[src/rtl/qpio_defines.svh]
/*
  constants for the quad port block: register offsets, field positions,
  reset values. assumes inclusion once per compile unit by bare name.
*/
`ifndef QPIO_DEFINES_SVH
`define QPIO_DEFINES_SVH

// register byte offsets
`define QPIO_OFF_P0DATA   12'h000
`define QPIO_OFF_P1DATA   12'h004
`define QPIO_OFF_P2DATA   12'h008
`define QPIO_OFF_P3DATA   12'h00C
`define QPIO_OFF_P01MODE  12'h010
`define QPIO_OFF_P2DIR    12'h014
`define QPIO_OFF_P3MODE   12'h018
`define QPIO_OFF_STATUS   12'h01C
`define QPIO_OFF_BUSADDR  12'h020
`define QPIO_OFF_PINS     12'h024

// port 0/1 mode fields
`define QPIO_P01_P0LO_ADDR 0
`define QPIO_P01_P0HI_ADDR 1
`define QPIO_P01_P0LO_OUT  2
`define QPIO_P01_P0HI_OUT  3
`define QPIO_P01_P1_ADDR   4
`define QPIO_P01_P1_OUT    5
`define QPIO_P01_FLOAT     6

// port 3 mode fields
`define QPIO_P3_HS0      0
`define QPIO_P3_HS1      1
`define QPIO_P3_HS2      2
`define QPIO_P3_SERIAL   3
`define QPIO_P3_BUSREQ   4
`define QPIO_P3_DSEL     5
`define QPIO_P3_TOUT_LO  6
`define QPIO_P3_TOUT_HI  7
`define QPIO_P3_OPENDR   8

// reset values: ports zero to two inputs, specials off
`define QPIO_RST_P01MODE  8'h00
`define QPIO_RST_P2DIR    8'hFF
`define QPIO_RST_P3MODE   9'h000

// address thresholds
`define QPIO_INT_LIMIT    16'h0800
`define QPIO_PAGE_LIMIT   16'h0100

`endif

[src/rtl/qpio_pkg.sv]
/*
  types for the quad port block.
  assumes qpio_defines.svh supplies the numbers.
*/
`default_nettype none
package qpio_pkg;
    // handshake engine state
    typedef enum logic [1:0] {
        QPIO_HS_IDLE = 2'b00,
        QPIO_HS_SENT = 2'b01,
        QPIO_HS_DONE = 2'b10
    } qpio_hs_type;

    // timer output source select
    typedef enum logic [1:0] {
        QPIO_TOUT_OFF  = 2'b00,
        QPIO_TOUT_T0   = 2'b01,
        QPIO_TOUT_T1   = 2'b10,
        QPIO_TOUT_CLK  = 2'b11
    } qpio_tout_type;

    // one eight-bit port at the pads
    typedef struct packed {
        logic [7:0] dataOut;
        logic [7:0] outEnable_n;
    } qpio_pad_type;

    // external memory bus request
    typedef struct packed {
        logic        start;
        logic        write;
        logic        dataSpace;
        logic [15:0] addr;
        logic [7:0]  wdata;
    } qpio_mem_type;
endpackage
`default_nettype wire

[src/rtl/qpio_ports.sv]
/*
  four eight-bit port units with handshake, address/data bus, and
  port three special lines, registers reached over apb.
  assumes one clock, synchronous active-high reset, pins from outside
  the clock domain, timer sources from same-clock logic.
*/
// Chosen here: the address map and the APB slave port.
`include "qpio_defines.svh"
`default_nettype none
//
// Behaviour
// - four eight-bit ports, each configurable
// - port one is I/O or address/data
// - port one handshake on lines 3 and 4
// - addresses of 2048 and above go via port one
// - port zero gives high address bits
// - port one floats with strobes, read/write
// - port zero nibbles: I/O or address
// - port zero handshake on lines 2, 5
// - port zero gives A8-A11 or A8-A15
// - upper nibble stays I/O with 12 bits
// - address nibbles float with bus
// - port two per-bit direction, open-drain option
// - port two handshake follows bit 7
// - port three: 0-3 inputs, 4-7 outputs
// - serial in line 0, out line 7
// - port three carries interrupts, timer, select
// - bus acknowledge in, request out
// - line 6 outputs timer or clock
// - line 4 gives data space select
module qpio_ports
(
    // clock and reset
    input  wire logic                 clock,
    input  wire logic                 reset,
    input  wire logic                 clockEnable,
    // apb slave
    input  wire logic                 psel,
    input  wire logic                 penable,
    input  wire logic                 pwrite,
    input  wire logic [11:0]          paddr,
    input  wire logic [31:0]          pwdata,
    output logic      [31:0]          prdata,
    output logic                      pready,
    output logic                      pslverr,
    // port pads, enables low while driving
    input  wire logic [31:0]          padIn,
    output qpio_pkg::qpio_pad_type    pad0,
    output qpio_pkg::qpio_pad_type    pad1,
    output qpio_pkg::qpio_pad_type    pad2,
    output qpio_pkg::qpio_pad_type    pad3,
    // bus strobes
    output logic                      address_strobe_n,
    output logic                      data_strobe_n,
    output logic                      readWrite,
    output logic                      strobeEnable_n,
    // internal sources and sinks
    input  wire logic                 serialTx,
    input  wire logic                 timer0Out,
    input  wire logic                 timer1Out,
    input  wire qpio_pkg::qpio_mem_type memReq,
    output logic                      memDone,
    output logic      [7:0]           memRdata,
    output logic      [3:0]           external_interrupt_lines,
    output logic                      serialRx,
    output logic                      busGranted
);

    // synchronised pins
    logic [31:0] padMeta_ff;
    logic [31:0] padSync_ff;

    // configuration registers
    logic [7:0]  p01Mode_ff,  nxt_p01Mode;
    logic [7:0]  p2Dir_ff,    nxt_p2Dir;
    logic [8:0]  p3Mode_ff,   nxt_p3Mode;
    logic [7:0]  outLatch_ff [4];
    logic [7:0]  nxt_outLatch [4];
    // handshake per port
    qpio_pkg::qpio_hs_type hsState_ff [3];
    qpio_pkg::qpio_hs_type nxt_hsState [3];
    logic [7:0]  hsCapture_ff [3];
    logic [7:0]  nxt_hsCapture [3];
    // bus cycle
    logic [2:0]  busPhase_ff, nxt_busPhase;
    logic [15:0] busAddr_ff,  nxt_busAddr;
    logic [7:0]  busData_ff,  nxt_busData;
    logic        busWr_ff,    nxt_busWr;
    logic        busDsel_ff,  nxt_busDsel;
    logic [7:0]  memRdata_ff, nxt_memRdata;
    logic [31:0] prdata_ff,   nxt_prdata;

    // decoded mode bits
    logic p0LoAddr, p0HiAddr, p1Addr, busFloat;
    logic [2:0] hsEn;
    logic [2:0] hsIsOut;
    logic [7:0] p0Data, p1Data, p2Data;
    logic [7:0] hsValidIn;

    // true when a bus address needs the external interface
    function automatic logic isExternal(input logic [15:0] a);
        isExternal = (a >= `QPIO_INT_LIMIT);
    endfunction

    // two-flop pin synchroniser for all 32 port lines
    always_ff @(posedge clock)
    begin
        if (reset)
        begin
            padMeta_ff <= 32'h0000_0000;
            padSync_ff <= 32'h0000_0000;
        end
        else if (clockEnable)
        begin
            padMeta_ff <= padIn;
            padSync_ff <= padMeta_ff;
        end
    end

    // mode decode
    assign p0LoAddr = p01Mode_ff[`QPIO_P01_P0LO_ADDR];
    assign p0HiAddr = p01Mode_ff[`QPIO_P01_P0HI_ADDR];
    assign p1Addr   = p01Mode_ff[`QPIO_P01_P1_ADDR];
    assign busFloat = p01Mode_ff[`QPIO_P01_FLOAT];
    assign hsEn     = p3Mode_ff[2:0];
    // direction picks which line is valid and which is ready
    assign hsIsOut[0] = p01Mode_ff[`QPIO_P01_P0HI_OUT];
    assign hsIsOut[1] = p01Mode_ff[`QPIO_P01_P1_OUT];
    assign hsIsOut[2] = ~p2Dir_ff[7];
    // input handshake lines by port: valid/ready from pins 2,3,1
    assign hsValidIn = padSync_ff[31:24];
    assign p0Data = padSync_ff[7:0];
    assign p1Data = padSync_ff[15:8];
    assign p2Data = padSync_ff[23:16];

    // handshake engines; sender holds valid, receiver drops ready
    always_comb
    begin
        logic inLine;
        inLine = 1'b0;
        for (int i = 0; i < 3; i++)
        begin
            nxt_hsState[i]   = hsState_ff[i];
            nxt_hsCapture[i] = hsCapture_ff[i];
            // port 0 uses line 2, port 1 line 3, port 2 line 1
            inLine = (i == 0) ? hsValidIn[2] : (i == 1) ? hsValidIn[3] : hsValidIn[1];
            case (hsState_ff[i])
                qpio_pkg::QPIO_HS_IDLE:
                begin
                    // input: valid_n low means data present; output: ready high
                    if (hsEn[i] && !hsIsOut[i] && !inLine)
                    begin
                        nxt_hsCapture[i] = (i == 0) ? p0Data : (i == 1) ? p1Data : p2Data;
                        nxt_hsState[i]   = qpio_pkg::QPIO_HS_DONE;
                    end
                    else if (hsEn[i] && hsIsOut[i] && inLine)
                        nxt_hsState[i] = qpio_pkg::QPIO_HS_SENT;
                end
                qpio_pkg::QPIO_HS_SENT:
                    if (!inLine)
                        nxt_hsState[i] = qpio_pkg::QPIO_HS_DONE;
                qpio_pkg::QPIO_HS_DONE:
                    if (hsIsOut[i] ? !inLine : inLine)
                        nxt_hsState[i] = qpio_pkg::QPIO_HS_IDLE;
                default:
                    nxt_hsState[i] = qpio_pkg::QPIO_HS_IDLE;
            endcase
            if (!hsEn[i])
                nxt_hsState[i] = qpio_pkg::QPIO_HS_IDLE;
        end
    end

    // external bus cycle: address, strobe, data, finish
    always_comb
    begin
        nxt_busPhase = busPhase_ff;
        nxt_busAddr  = busAddr_ff;
        nxt_busData  = busData_ff;
        nxt_busWr    = busWr_ff;
        nxt_busDsel  = busDsel_ff;
        nxt_memRdata = memRdata_ff;
        case (busPhase_ff)
            3'h0:
                if (memReq.start && p1Addr && !busFloat && isExternal(memReq.addr))
                begin
                    nxt_busAddr  = memReq.addr;
                    nxt_busData  = memReq.wdata;
                    nxt_busWr    = memReq.write;
                    nxt_busDsel  = memReq.dataSpace;
                    nxt_busPhase = 3'h1;
                end
            3'h1: nxt_busPhase = 3'h2;
            3'h2: nxt_busPhase = 3'h3;
            3'h3: nxt_busPhase = 3'h4;
            // pins lag two flops, so data seen under the strobe shows here
            3'h4:
            begin
                nxt_memRdata = p1Data;
                nxt_busPhase = 3'h5;
            end
            default: nxt_busPhase = 3'h0;
        endcase
    end

    // register writes over apb, synchronous reset values
    always_comb
    begin
        nxt_p01Mode = p01Mode_ff;
        nxt_p2Dir   = p2Dir_ff;
        nxt_p3Mode  = p3Mode_ff;
        for (int i = 0; i < 4; i++)
            nxt_outLatch[i] = outLatch_ff[i];
        nxt_prdata = prdata_ff;
        if (psel && penable && pwrite)
        begin
            if (paddr == `QPIO_OFF_P0DATA)
                nxt_outLatch[0] = pwdata[7:0];
            else if (paddr == `QPIO_OFF_P1DATA)
                nxt_outLatch[1] = pwdata[7:0];
            else if (paddr == `QPIO_OFF_P2DATA)
                nxt_outLatch[2] = pwdata[7:0];
            else if (paddr == `QPIO_OFF_P3DATA)
                nxt_outLatch[3] = pwdata[7:0];
            else if (paddr == `QPIO_OFF_P01MODE)
                nxt_p01Mode = pwdata[7:0];
            else if (paddr == `QPIO_OFF_P2DIR)
                nxt_p2Dir = pwdata[7:0];
            else if (paddr == `QPIO_OFF_P3MODE)
                nxt_p3Mode = pwdata[8:0];
        end
        else if (psel && !penable && !pwrite)
        begin
            if (paddr == `QPIO_OFF_P0DATA)
                nxt_prdata = {24'h000000, p0Data};
            else if (paddr == `QPIO_OFF_P1DATA)
                nxt_prdata = {24'h000000, p1Data};
            else if (paddr == `QPIO_OFF_P2DATA)
                nxt_prdata = {24'h000000, p2Data};
            else if (paddr == `QPIO_OFF_P3DATA)
                nxt_prdata = {24'h000000, padSync_ff[31:24]};
            else if (paddr == `QPIO_OFF_P01MODE)
                nxt_prdata = {24'h000000, p01Mode_ff};
            else if (paddr == `QPIO_OFF_P2DIR)
                nxt_prdata = {24'h000000, p2Dir_ff};
            else if (paddr == `QPIO_OFF_P3MODE)
                nxt_prdata = {23'h000000, p3Mode_ff};
            else if (paddr == `QPIO_OFF_STATUS)
                nxt_prdata = {19'h00000, busPhase_ff, hsState_ff[2], hsState_ff[1],
                              hsState_ff[0], 3'h0, busGranted};
            else if (paddr == `QPIO_OFF_BUSADDR)
                nxt_prdata = {16'h0000, busAddr_ff};
            else if (paddr == `QPIO_OFF_PINS)
                nxt_prdata = {hsCapture_ff[2], hsCapture_ff[1], hsCapture_ff[0], memRdata_ff};
            else
                nxt_prdata = 32'h0000_0000;
        end
    end

    // state registers
    always_ff @(posedge clock)
    begin
        if (reset)
        begin
            p01Mode_ff  <= `QPIO_RST_P01MODE;
            p2Dir_ff    <= `QPIO_RST_P2DIR;
            p3Mode_ff   <= `QPIO_RST_P3MODE;
            for (int i = 0; i < 4; i++)
                outLatch_ff[i] <= 8'h00;
            for (int i = 0; i < 3; i++)
            begin
                hsState_ff[i]   <= qpio_pkg::QPIO_HS_IDLE;
                hsCapture_ff[i] <= 8'h00;
            end
            busPhase_ff <= 3'h0;
            busAddr_ff  <= 16'h0000;
            busData_ff  <= 8'h00;
            busWr_ff    <= 1'b0;
            busDsel_ff  <= 1'b0;
            memRdata_ff <= 8'h00;
            prdata_ff   <= 32'h0000_0000;
        end
        else if (clockEnable)
        begin
            p01Mode_ff  <= nxt_p01Mode;
            p2Dir_ff    <= nxt_p2Dir;
            p3Mode_ff   <= nxt_p3Mode;
            for (int i = 0; i < 4; i++)
                outLatch_ff[i] <= nxt_outLatch[i];
            for (int i = 0; i < 3; i++)
            begin
                hsState_ff[i]   <= nxt_hsState[i];
                hsCapture_ff[i] <= nxt_hsCapture[i];
            end
            busPhase_ff <= nxt_busPhase;
            busAddr_ff  <= nxt_busAddr;
            busData_ff  <= nxt_busData;
            busWr_ff    <= nxt_busWr;
            busDsel_ff  <= nxt_busDsel;
            memRdata_ff <= nxt_memRdata;
            prdata_ff   <= nxt_prdata;
        end
    end

    // apb answer: no wait states, data from flop
    assign pready  = 1'b1;
    assign pslverr = 1'b0;
    assign prdata  = prdata_ff;
    assign memDone = (busPhase_ff == 3'h5);
    assign memRdata = memRdata_ff;

    // port zero pads: lower nibble A8-A11, upper A12-A15 or I/O
    always_comb
    begin
        pad0.dataOut[3:0]     = p0LoAddr ? busAddr_ff[11:8] : outLatch_ff[0][3:0];
        pad0.dataOut[7:4]     = p0HiAddr ? busAddr_ff[15:12] : outLatch_ff[0][7:4];
        pad0.outEnable_n[3:0] = p0LoAddr ? {4{busFloat}}
                              : {4{~p01Mode_ff[`QPIO_P01_P0LO_OUT]}};
        pad0.outEnable_n[7:4] = p0HiAddr ? {4{busFloat}}
                              : {4{~p01Mode_ff[`QPIO_P01_P0HI_OUT]}};
    end

    // port one pads: multiplexed address then data
    always_comb
    begin
        if (p1Addr)
        begin
            pad1.dataOut     = (busPhase_ff == 3'h1) ? busAddr_ff[7:0] : busData_ff;
            pad1.outEnable_n = {8{busFloat || !((busPhase_ff == 3'h1)
                                || (busWr_ff && busPhase_ff != 3'h0))}};
        end
        else
        begin
            pad1.dataOut     = outLatch_ff[1];
            pad1.outEnable_n = {8{~p01Mode_ff[`QPIO_P01_P1_OUT]}};
        end
    end

    // port two pads: per-bit direction, optional open drain
    always_comb
    begin
        pad2.dataOut = outLatch_ff[2];
        if (p3Mode_ff[`QPIO_P3_OPENDR])
            pad2.outEnable_n = p2Dir_ff | outLatch_ff[2];
        else
            pad2.outEnable_n = p2Dir_ff;
    end

    // port three: 0-3 never driven, 4-7 always driven
    always_comb
    begin
        qpio_pkg::qpio_tout_type toutSel;
        toutSel = qpio_pkg::qpio_tout_type'(p3Mode_ff[7:6]);
        pad3.outEnable_n = 8'h0F;
        pad3.dataOut     = {outLatch_ff[3][7:4], 4'h0};
        // line 4: valid/ready for port 1, bus request, or select
        if (p3Mode_ff[`QPIO_P3_DSEL] && busPhase_ff != 3'h0)
            pad3.dataOut[4] = ~busDsel_ff;
        else if (p3Mode_ff[`QPIO_P3_BUSREQ])
            pad3.dataOut[4] = ~(memReq.start && isExternal(memReq.addr));
        else if (hsEn[1])
            pad3.dataOut[4] = hsIsOut[1] ? (hsState_ff[1] == qpio_pkg::QPIO_HS_IDLE)
                                         : (hsState_ff[1] == qpio_pkg::QPIO_HS_IDLE);
        // line 5: port 0 ready or valid
        if (hsEn[0])
            pad3.dataOut[5] = (hsState_ff[0] == qpio_pkg::QPIO_HS_IDLE);
        // line 6: timer output or port 2 handshake
        if (toutSel == qpio_pkg::QPIO_TOUT_T0)
            pad3.dataOut[6] = timer0Out;
        else if (toutSel == qpio_pkg::QPIO_TOUT_T1)
            pad3.dataOut[6] = timer1Out;
        else if (toutSel == qpio_pkg::QPIO_TOUT_CLK)
            pad3.dataOut[6] = clockEnable;
        else if (hsEn[2])
            pad3.dataOut[6] = (hsState_ff[2] == qpio_pkg::QPIO_HS_IDLE);
        // line 7: serial transmit
        if (p3Mode_ff[`QPIO_P3_SERIAL])
            pad3.dataOut[7] = serialTx;
    end

    // strobes and inputs from port three
    assign address_strobe_n = ~(busPhase_ff == 3'h1);
    assign data_strobe_n    = ~(busPhase_ff == 3'h2 || busPhase_ff == 3'h3);
    assign readWrite        = ~(busWr_ff && busPhase_ff != 3'h0);
    assign strobeEnable_n   = busFloat;
    assign external_interrupt_lines = padSync_ff[27:24];
    assign serialRx   = p3Mode_ff[`QPIO_P3_SERIAL] ? padSync_ff[24] : 1'b1;
    assign busGranted = p3Mode_ff[`QPIO_P3_BUSREQ] && !padSync_ff[27];
endmodule // qpio_ports
`default_nettype wire

[config.mk]
export PLATFORM = sky130hd
export DESIGN_NAME = qpio_ports
export DESIGN_NICKNAME = d
export VERILOG_FILES = /design/src/rtl/qpio_pkg.sv /design/src/rtl/qpio_ports.sv
export VERILOG_INCLUDE_DIRS = /design/src /design/src/rtl
export SDC_FILE = /design/constraint.sdc
export NUM_CORES = 1
export LEC_CHECK = 0
export BUFFER_PORTS_ARGS = -buffer_cell sky130_fd_sc_hd__buf_2
export CORE_ASPECT_RATIO = 1.25
export CORE_MARGIN = 5
export CORE_UTILIZATION = 35
export DETAILED_ROUTE_END_ITERATION = 6
export HOLD_SLACK_MARGIN = 0.12
export PLACE_DENSITY = 0.62
export SETUP_SLACK_MARGIN = 0.15
export SYNTH_ARGS = -nofsm -noshare
export SYNTH_HDL_FRONTEND = slang
export SYNTH_SLANG_ARGS = --single-unit
export TNS_END_PERCENT = 20
[constraint.sdc]
create_clock -name clock -period 4.4 [get_ports clock]
set_clock_uncertainty 0.15 [all_clocks]
set_input_delay 0 -clock clock [delete_from_list [all_inputs] [get_ports clock]]
set_output_delay 0 -clock clock [all_outputs]
set_load 0.01 [all_outputs]
==> results of run 1 <==
synthesized netlist by cell type (8+ instances only):
master	instances	area [µm²]
dfxtp_1	158	3163
buf_2	8	40.04
o21ai_0	27	135.1
a21oi_1	52	260.3
a211o_1	8	70.07
clkbuf_1	48	180.2
mux2_2	15	168.9
nor2b_1	17	106.4
edfxtp_1	58	1742
inv_1	8	30.03
nand2_1	82	307.8
nor3_1	10	50.05
buf_4	32	240.2
mux2i_1	113	1131
a22oi_1	20	150.1
nor2_1	147	551.8
buf_1	13	48.80
and2_1	42	262.8
a21o_1	19	142.6
worst register-to-register path: stages (launching register included):
cell	delay, ps
dfxtp_1	790
o2111ai_1	350
nor2_1	170
buf_4	290
nand2_1	120
dlygate4sd3_1	580
a21oi_1	170
dlygate4sd3_1	570
routing by layer:
metal | track usage (%) | vias up
met4 | 5.579 | 0
met2 | 34.07 | 325
li1 | - | 4088
met3 | 4.770 | 46
met1 | 24.50 | 4061
met5 | 0 | -
stage by stage:
| step | total power [µW] | hold WS [ps] |
|---|---|---|
| floorplan | 2363 | -32.14 |
| global placement | 2485 | 82.90 |
| detailed placement | 2490 | 90.51 |
| CTS | 4604 | 126.7 |
| global route | 4732 | 170.9 |
| finish | 4578 | 145.2 |
registers in the layout, indices dropped and copies added, names as in the netlist:
| register | flops |
|---|---|
| busData_ff | 8 |
| outLatch_ff | 28 |
| prdata | 32 |
| hsCapture_ff | 24 |
| busPhase_ff | 3 |
| p2Dir_ff | 8 |
| padSync_ff | 32 |
| busWr_ff | 1 |
| padMeta_ff | 32 |
| hsState_ff | 6 |
| p01Mode_ff | 8 |
| memRdata | 8 |
| busDsel_ff | 1 |
| busAddr_ff | 16 |
| p3Mode_ff | 9 |
power breakdown:
part           internal (µW)  switching, µW
Sequential              2100           39.0
Combinational            190            205
Clock                   1210            829
Total                   3500           1070
cell type report:
class	instances	area share (%)
Sequential cell	216	36.91
Multi-Input combinational cell	680	32.41
Timing Repair Buffer	377	21.07
Clock buffer	28	5.028
Tap cell	350	3.296
Clock inverter	14	1.055
Inverter	8	0.2260
kinds of logic after synthesis:
family,after synthesis
muxes,129
and+or+nand+nor,357
other,2
DFF,216
AOI/OAI and AO/OA,177
buffers and inverters,109
xor gates and xnor gates,3
how the worst max path moves through the flow:
| stage | from | slack, ps | end |
|---|---|---|---|
| detailed placement | paddr[4] | 1860 | prdata[22] |
| global placement | paddr[4] | 1920 | prdata[27] |
| global route | paddr[8] | 440 | p01Mode_ff[1] |
| finish | paddr[8] | 590 | p01Mode_ff[4] |
| floorplan | busPhase_ff[1] | 2380 | pad1[1] |
| CTS | paddr[8] | 610 | p01Mode_ff[4] |
==> qor.csv, run 1 <==
metric,value,unit
synth.cell_area,0.009693,mm²
final.period_utilization,86.55,%
vdd_drop_max,294.6,µV
maxSlewHeadroom,30.29,%
grt_usage,19.71,%
synth_top_family_by_area,simple AND/OR/NAND/NOR gates,
synth_edf_count,58,
setup_slack,591.8,ps
layout-drive-gt1-share,20.48,%
die_y,196.1,µm
leakage,0.005367,µW
crit_path_max_fanout,9,
clock_latency,510,ps
crit_path_cell_trace,"dlygate4sd3_1, buf_2, nor4_4, dlygate4sd3_1, nand3_2, dlygate4sd3_1, nor4_4, dlygate4sd3_1, mux2i_1, nor2_1",
hold_violations,0,
place_area,0.01071,mm²
grt_pass1_wl,49710,µm
cap_viol_max_count,0,
path_depth,10,
mostFrequentLayoutCell,buf_2,
drc,0,
fmax,262.6,MHz
highest_layer,met4,
final_cell_mix,"buf_2, dlygate4sd3_1, dfxtp_1, nor2_1, mux2i_1",
syn_inst,993,
antenna_found_initial,0,
synthToLayoutAreaGrowth,37.08,%
synth.yosys.warnings,0,
setup_tns,0,ps
finalNetCount,1418,
rows,68,
core_area,0.02748,mm²
worstMarginPinSlew,1046,ps
worstSetupEndpointType,register,
yosysSeqAreaShare,50.60,%
synth_xor_area_share,0.2711,%
crit_arrival,4040,ps
hold_end,padMeta_ff[2],
min_from,padIn[2],
outcome,"finished, final reports clean",
antenna_cells,0,
setup_violations,0,
design_area,0.01329,mm²
rsz0062_at_grt,no,
fin_cells,1673,
dieWidth,158.8,µm
totalWireLength,31890,µm
min_period,3808,ps
ioPinCount,229,
r2r_cells,7,
overflow,0,
hold_depth,4,
cts.htree.levels,1,
first_iter_violations,629,
grt_pass1_vias,8502,
critPathTopFamily,buffers and inverters,
cp_slowest_cell,dlygate4sd3_1,
placed_cells,1454,
dr_wl_met2,15590,µm
crit_top_cell,dlygate4sd3_1,
r2r_setup_slack,1150,ps
critPathRequiredTime,4630,ps
routedWlPerCell,19.06,µm
regArea,0.004905,mm²
cts_root_buffer,clkbuf_16,
hp-class,in -> reg,
cpPeakStageDelay,900,ps
start_kind,primary input,
grt_max_degree,64,
power.density,344.5,mW/mm²
synthSimpleGateAreaFrac,17.83,%
cts_made_buffers,23,
vias,8520,
dpl.hpwl,21950,µm
clockBufferDepth,3,
cts_tree,built,
cts_hold_buf,177,
post-place-ws,1864,ps
cp_num_buf_inv,5,
synth.avg_cell_area,9.761,µm²
routed-wl-met3,2646,µm
ctsResizeCount,0,
dr.pass1.iters,5,
port_buffers,191,
clock_sinks,216,
antenna_left,0,
drt-met1-wl,12870,µm
critPathKind,in -> reg,
r2r-end,busAddr_ff[4],
multi_input_area,0.004307,mm²
post-cts-setup-buffers,0,
postSynth.asyncResetShare,0,%
clk_pin_slew_worst_paths,60,ps
final_util,48.35,%
synth_compound_area_share,12.02,%
synth_cell_types,61,
post_drt_via_cell_ratio,5.093,
routabilityCongestion,0.9013,
dieArea,0.03114,mm²
crit-reg2reg-launch,p01Mode_ff[4],
initial_utilization,35.27,%
synthMuxAreaShare,13.64,%
ys.flop_type,dfxtp_1,
synth_fa_ha_area_share,0,%
synth-seq-cells,216,
drv_slew,0,
fill_cells,2504,
No activity file was read; power rests on OpenSTA's default activity.
==> inputs of run 2 (changes only) <==
--- a/config.mk
+++ b/config.mk
@@ -11,6 +11,7 @@
 export CORE_MARGIN = 5
 export CORE_UTILIZATION = 35
 export DETAILED_ROUTE_END_ITERATION = 6
+export GPL_TIMING_DRIVEN = 0
 export HOLD_SLACK_MARGIN = 0.12
 export PLACE_DENSITY = 0.62
 export SETUP_SLACK_MARGIN = 0.15
==> constraint.sdc (replaced) <==
create_clock -name clock -period 4.4 [get_ports clock]
set_clock_uncertainty 0.15 [all_clocks]
set_input_delay 0.66 -clock clock [delete_from_list [all_inputs] [get_ports clock]]
set_output_delay 0.66 -clock clock [all_outputs]
set_load 0.01 [all_outputs]
==> qor.csv, run 2 (synthesized netlist as in run 1, its figures left out) <==
metric,value,unit
post-cts-setup-buffers,0,
place_area,0.01113,mm²
r2r_cells,2,
start_kind,register,
dieArea,0.03114,mm²
cts.htree.levels,1,
hp-class,in -> reg,
crit_path_max_fanout,10,
final_cell_mix,"buf_2, dfxtp_1, nor2_1, mux2i_1, nand2_1",
setup_tns,0,ps
overflow,0,
hold_depth,3,
worstMarginPinSlew,1055,ps
core_area,0.02748,mm²
grt_usage,19.68,%
cap_viol_max_count,0,
rows,68,
die_y,196.1,µm
critPathKind,reg -> out,
cpPeakStageDelay,540,ps
crit_path_cell_trace,"clkbuf_1, nor2_1, nand2_1, a21oi_1, mux2i_1, buf_4, buf_2",
clk_pin_slew_worst_paths,60,ps
post_drt_via_cell_ratio,5.134,
cts_hold_buf,0,
r2r-end,hsCapture_ff[0][1],
cts_made_buffers,23,
vdd_drop_max,227.4,µV
initial_utilization,35.27,%
antenna_found_initial,2,
critPathTopFamily,simple AND/OR/NAND/NOR gates,
dpl.hpwl,25540,µm
dieWidth,158.8,µm
grt_pass1_wl,48150,µm
setup_violations,0,
cp_slowest_cell,mux2i_1,
crit-reg2reg-launch,hsState_ff[0][1],
ioPinCount,229,
r2r_setup_slack,2050,ps
leakage,0.004824,µW
grt_pass1_vias,7970,
port_buffers,190,
critPathRequiredTime,3590,ps
synthToLayoutAreaGrowth,22.38,%
maxSlewHeadroom,29.50,%
power.density,368.5,mW/mm²
cts_tree,built,
drv_slew,0,
vias,8158,
final.period_utilization,82.30,%
min_period,3621,ps
mostFrequentLayoutCell,buf_2,
hold_end,padMeta_ff[31],
rsz0062_at_grt,no,
outcome,"finished, final reports clean",
ctsResizeCount,0,
worstSetupEndpointType,output port,
drc,0,
hold_violations,0,
finalNetCount,1332,
routedWlPerCell,20.32,µm
first_iter_violations,567,
cp_num_buf_inv,3,
design_area,0.01186,mm²
antenna_left,0,
clock_latency,500,ps
crit_arrival,2810,ps
dr.pass1.iters,5,
cts_root_buffer,clkbuf_16,
clockBufferDepth,3,
routabilityCongestion,0.9444,
min_from,padIn[31],
fmax,276.2,MHz
grt_max_degree,15,
totalWireLength,32290,µm
clock_sinks,216,
layout-drive-gt1-share,23.36,%
## run 2: worst max-delay path by stage
stage                        start                   to  slack, ps  cells past startpoint
finish              busPhase_ff[1]              pad1[4]        780                      7
global route        busPhase_ff[1]              pad1[2]        560                      7
CTS                 busPhase_ff[1]              pad1[4]        720                      7
detailed placement     clockEnable  hsCapture_ff[0][19]       1010                      5
global placement       clockEnable  hsCapture_ff[0][19]       1060                      5
floorplan           busPhase_ff[1]              pad1[1]       1720                      6
## run 2: layer usage
metal | GRT usage (%) | vias to the layer above | part of all wire (%)
li1 | - | 3906 | -
met1 | 25.57 | 3871 | 43
met2 | 33.03 | 329 | 48
met3 | 4.076 | 52 | 7.0
met4 | 5.961 | 0 | 2.4
met5 | 0 | - | 0
## run 2: final cells by class
type                       count  area (µm²)
multi-input combinational    680        4294
inverter                       8       30.03
fill                        2721       15620
clock inverter                 9       97.59
tap                          350       437.9
buffer                       101       509.2
antenna                        2       5.005
clock buffer                  33       633.1
timing repair buffer         190       950.9
sequential                   216        4905
## run 2: worst register-to-register path: cells and delay by family (launching register included)
family          cells  cell delay (ps)
compound gates      1              820
flops               1              480
simple gates        1              510
## run 2: through the flow
| step | worst slack [ps] | hold slack [ps] | std cells | power [µW] | util [%] |
|---|---|---|---|---|---|
| 2_1_floorplan | 1721 | 285.7 | 1005 | 2363 | - |
| 3_5_place_dp | 1012 | 293.2 | 1545 | 2521 | 40.49 |
| 6_report | 778.9 | 236.1 | 1589 | 4371 | 43.17 |
| 3_3_place_gp | 1056 | 289.7 | 1545 | 2515 | 40.49 |
| 4_1_cts | 719.6 | 223.3 | 1587 | 4400 | 43.15 |
| 5_1_grt | 556.3 | 241.7 | 1589 | 4525 | 43.17 |
## run 2: where the power goes
part	switching [µW]	leakage, µW	internal, µW
clock	773	0.000353	1120
combinational	206	0.00261	132
sequential	39.7	0.00187	2100
==> inputs of run 3 (changes only) <==
--- a/config.mk
+++ b/config.mk
@@ -6,6 +6,7 @@
 export SDC_FILE = /design/constraint.sdc
 export NUM_CORES = 1
 export LEC_CHECK = 0
+export ABC_AREA = 1
 export BUFFER_PORTS_ARGS = -buffer_cell sky130_fd_sc_hd__buf_2
 export CORE_ASPECT_RATIO = 1.25
 export CORE_MARGIN = 5
==> constraint.sdc (replaced) <==
create_clock -name clock -period 3.42 [get_ports clock]
set_clock_uncertainty 0.15 [all_clocks]
set_input_delay 0.513 -clock clock [delete_from_list [all_inputs] [get_ports clock]]
set_output_delay 0.513 -clock clock [all_outputs]
set_load 0.01 [all_outputs]
==> qor.csv, run 3 <==
metric,value,unit
hold_end,busAddr_ff[10],
hold_slack,147.6,ps
start_kind,register,
clock_latency,520,ps
cp_num_buf_inv,4,
min_from,memReq[18],
cp_slowest_cell,clkbuf_1,
pwr-share-comb,8.5,%
initial_utilization,35.53,%
outcome,"finished, final reports clean",
drv_slew,0,
core_area,0.02691,mm²
regArea,0.004905,mm²
routedWlPerCell,18.35,µm
grt_max_degree,15,
routabilityCongestion,0.9592,
synth_cell_types,44,
post-cts-setup-buffers,0,
synth_common_cells,"nand2_1, dfxtp_1, inv_1, o21ai_0, nor2_1",
crit_path_max_fanout,10,
crit_path_cell_trace,"buf_2, clkinv_1, nand3_1, clkbuf_1, a21oi_1, a21oi_1, buf_2",
crit_arrival,2530,ps
yosysTopAreaCellShare,33.08,%
synth-seq-cells,216,
grt_usage,20.88,%
totalWireLength,33260,µm
dieArea,0.03074,mm²
seqPwrFrac,49.8,%
finalNetCount,1564,
antenna_cells,0,
dieWidth,157.8,µm
p_int,4172,µW
port_buffers,190,
mostFrequentLayoutCell,buf_2,
setup_violations,0,
yosysSeqAreaShare,51.30,%
final.period_utilization,93.32,%
critPathKind,reg -> out,
synth.cell_area,0.009560,mm²
placed_cells,1722,
cts_tree,built,
clock_sinks,216,
clk_pin_slew_worst_paths,70,ps
multi_input_area,0.003616,mm²
r2r_cells,8,
antenna_found_initial,1,
drc,0,
crit-reg2reg-launch,busPhase_ff[1],
hold_violations,0,
hp-class,in -> reg,
die_y,194.8,µm
synth_most_common_cell,nand2_1,
fin_cells,1813,
layout-drive-gt1-share,21.59,%
overflow,0,
r2r_setup_slack,1240,ps
ys_top_cells_by_area,"dfxtp_1, edfxtp_1, nand2_1",
cpPeakStageDelay,470,ps
worstSetupEndpointType,output port,
min_period,3191,ps
critPathTopFamily,buffers and inverters,
antenna_left,0,
fill_cells,2714,
grt_pass1_vias,8902,
cts_made_buffers,22,
synth.yosys.warnings,0,
maxSlewHeadroom,17.62,%
dpl.hpwl,26190,µm
clockBufferDepth,3,
grt_pass1_wl,49900,µm
synth.avg_cell_area,8.143,µm²
rsz0062_at_grt,yes,
cts_root_buffer,clkbuf_16,
ys.flop_type,dfxtp_1,
power.density,452.8,mW/mm²
worstMarginPinSlew,1223,ps
fmax,313.3,MHz
cts.htree.levels,1,
first_iter_violations,701,
p_sw,1347,µW
synthToLayoutAreaGrowth,27.48,%
p_clk_share,41.6,%
post_drt_via_cell_ratio,4.917,
final_util,45.29,%
synth_edf_count,58,
postSynth.asyncResetShare,0,%
dr.pass1.iters,6,
hold_depth,3,
syn_inst,1174,
ioPinCount,229,
synth_top_area_cell,dfxtp_1,
vias,8915,
cap_viol_max_count,0,
vdd_drop_max,234.9,µV
final_cell_mix,"buf_2, nand2_1, dfxtp_1, inv_1, o21ai_0",
rows,67,
p_sw_share,24.40,%
leakage,0.005267,µW
critPathRequiredTime,2760,ps
path_depth,7,
r2r-end,busDsel_ff,
## run 3: cell types whose count changed after synthesis, moves of 14 or more
cell     previous run  this run
a21o_1             19         3
a21oi_1            52       102
a22oi_1            20         0
and2_1             42         0
inv_1               8       147
mux2_2             15         1
mux2i_1           113         0
nand2_1            82       185
nand3_1             6        25
nor2_1            147       114
nor2b_1            17         0
o21ai_0            27       126
o22ai_1             4        29
## run 3: worst max path at each step
stage	start	end	slack (ps)
2_1_floorplan	paddr[1]	outLatch_ff[1][0]	730
3_3_place_gp	paddr[1]	outLatch_ff[1][1]	-110
3_5_place_dp	reset	outLatch_ff[0][2]	180
4_1_cts	p01Mode_ff[4]	pad1[1]	210
5_1_grt	busPhase_ff[1]	pad1[9]	80
6_report	busPhase_ff[1]	pad1[9]	230
## run 3: per-layer routing
layer,share of wire [%],track usage (%),routed length (µm),vias to the layer above
li1,-,-,-,4405
met1,39,24.99,13070,4115
met2,49,36.76,16240,319
met3,7.9,3.849,2631,74
met4,3.9,7.906,1304,2
met5,0.033,0,11,-
## run 3: layout make-up
class / count / share of cell area [%]
Clock inverter: 7 / 0.3080
Multi-Input combinational cell: 720 / 29.67
Timing Repair Buffer: 242 / 12.05
Buffer: 87 / 3.932
Tap cell: 345 / 3.542
Sequential cell: 216 / 40.24
Inverter: 163 / 5.061
Clock buffer: 33 / 5.195
## run 3: what timing repair did
item | CTS | global route
resized for setup | 0 | 1
setup endpoints to repair | 0 | 12
hold buffers | 51 | 0
endpoints found under the hold margin | 51 | 0
## run 3: worst register-to-register path, cell delays in order, from the launching register on
cell and delay [ps]:
dfxtp_1 290, buf_2 160, nor2_1 160, nand2_1 210, nor3_4 410, inv_1 190
clkbuf_1 260, nor2_1 180, nor2_1 60
## run 3: power groups by stage
stage | sequential, µW | combinational, µW | clock, µW
6_report | 2750 | 470 | 2300
4_1_cts | 2750 | 471 | 2320
5_1_grt | 2760 | 518 | 2420
3_3_place_gp | 2800 | 418 | 0
2_1_floorplan | 2800 | 226 | 0
3_5_place_dp | 2810 | 424 | 0
## run 3: logic make-up (layout without fill, tap and decap cells)
group | count (synthesis) | after routing | share of synthesized area [%]
compound gates | 312 | 312 | 18.06
mux | 1 | 1 | 0.1178
buf+inv | 250 | 532 | 11.46
simple gates | 388 | 388 | 18.52
other cells | 2 | 14 | 0.07855
xor+xnor | 5 | 5 | 0.4581
flops | 216 | 216 | 51.30
## run 3: through the flow
stage	TNS, ps	cell area (µm²)	power [µW]	setup slack (ps)
detailed placement	0	11000	3230	177.3
floorplan	0	9605	3028	727.8
CTS	0	12180	5539	212.7
global route	0	12190	5691	82.20
global placement	-903.9	10990	3223	-113.4
finish	0	12190	5519	228.5
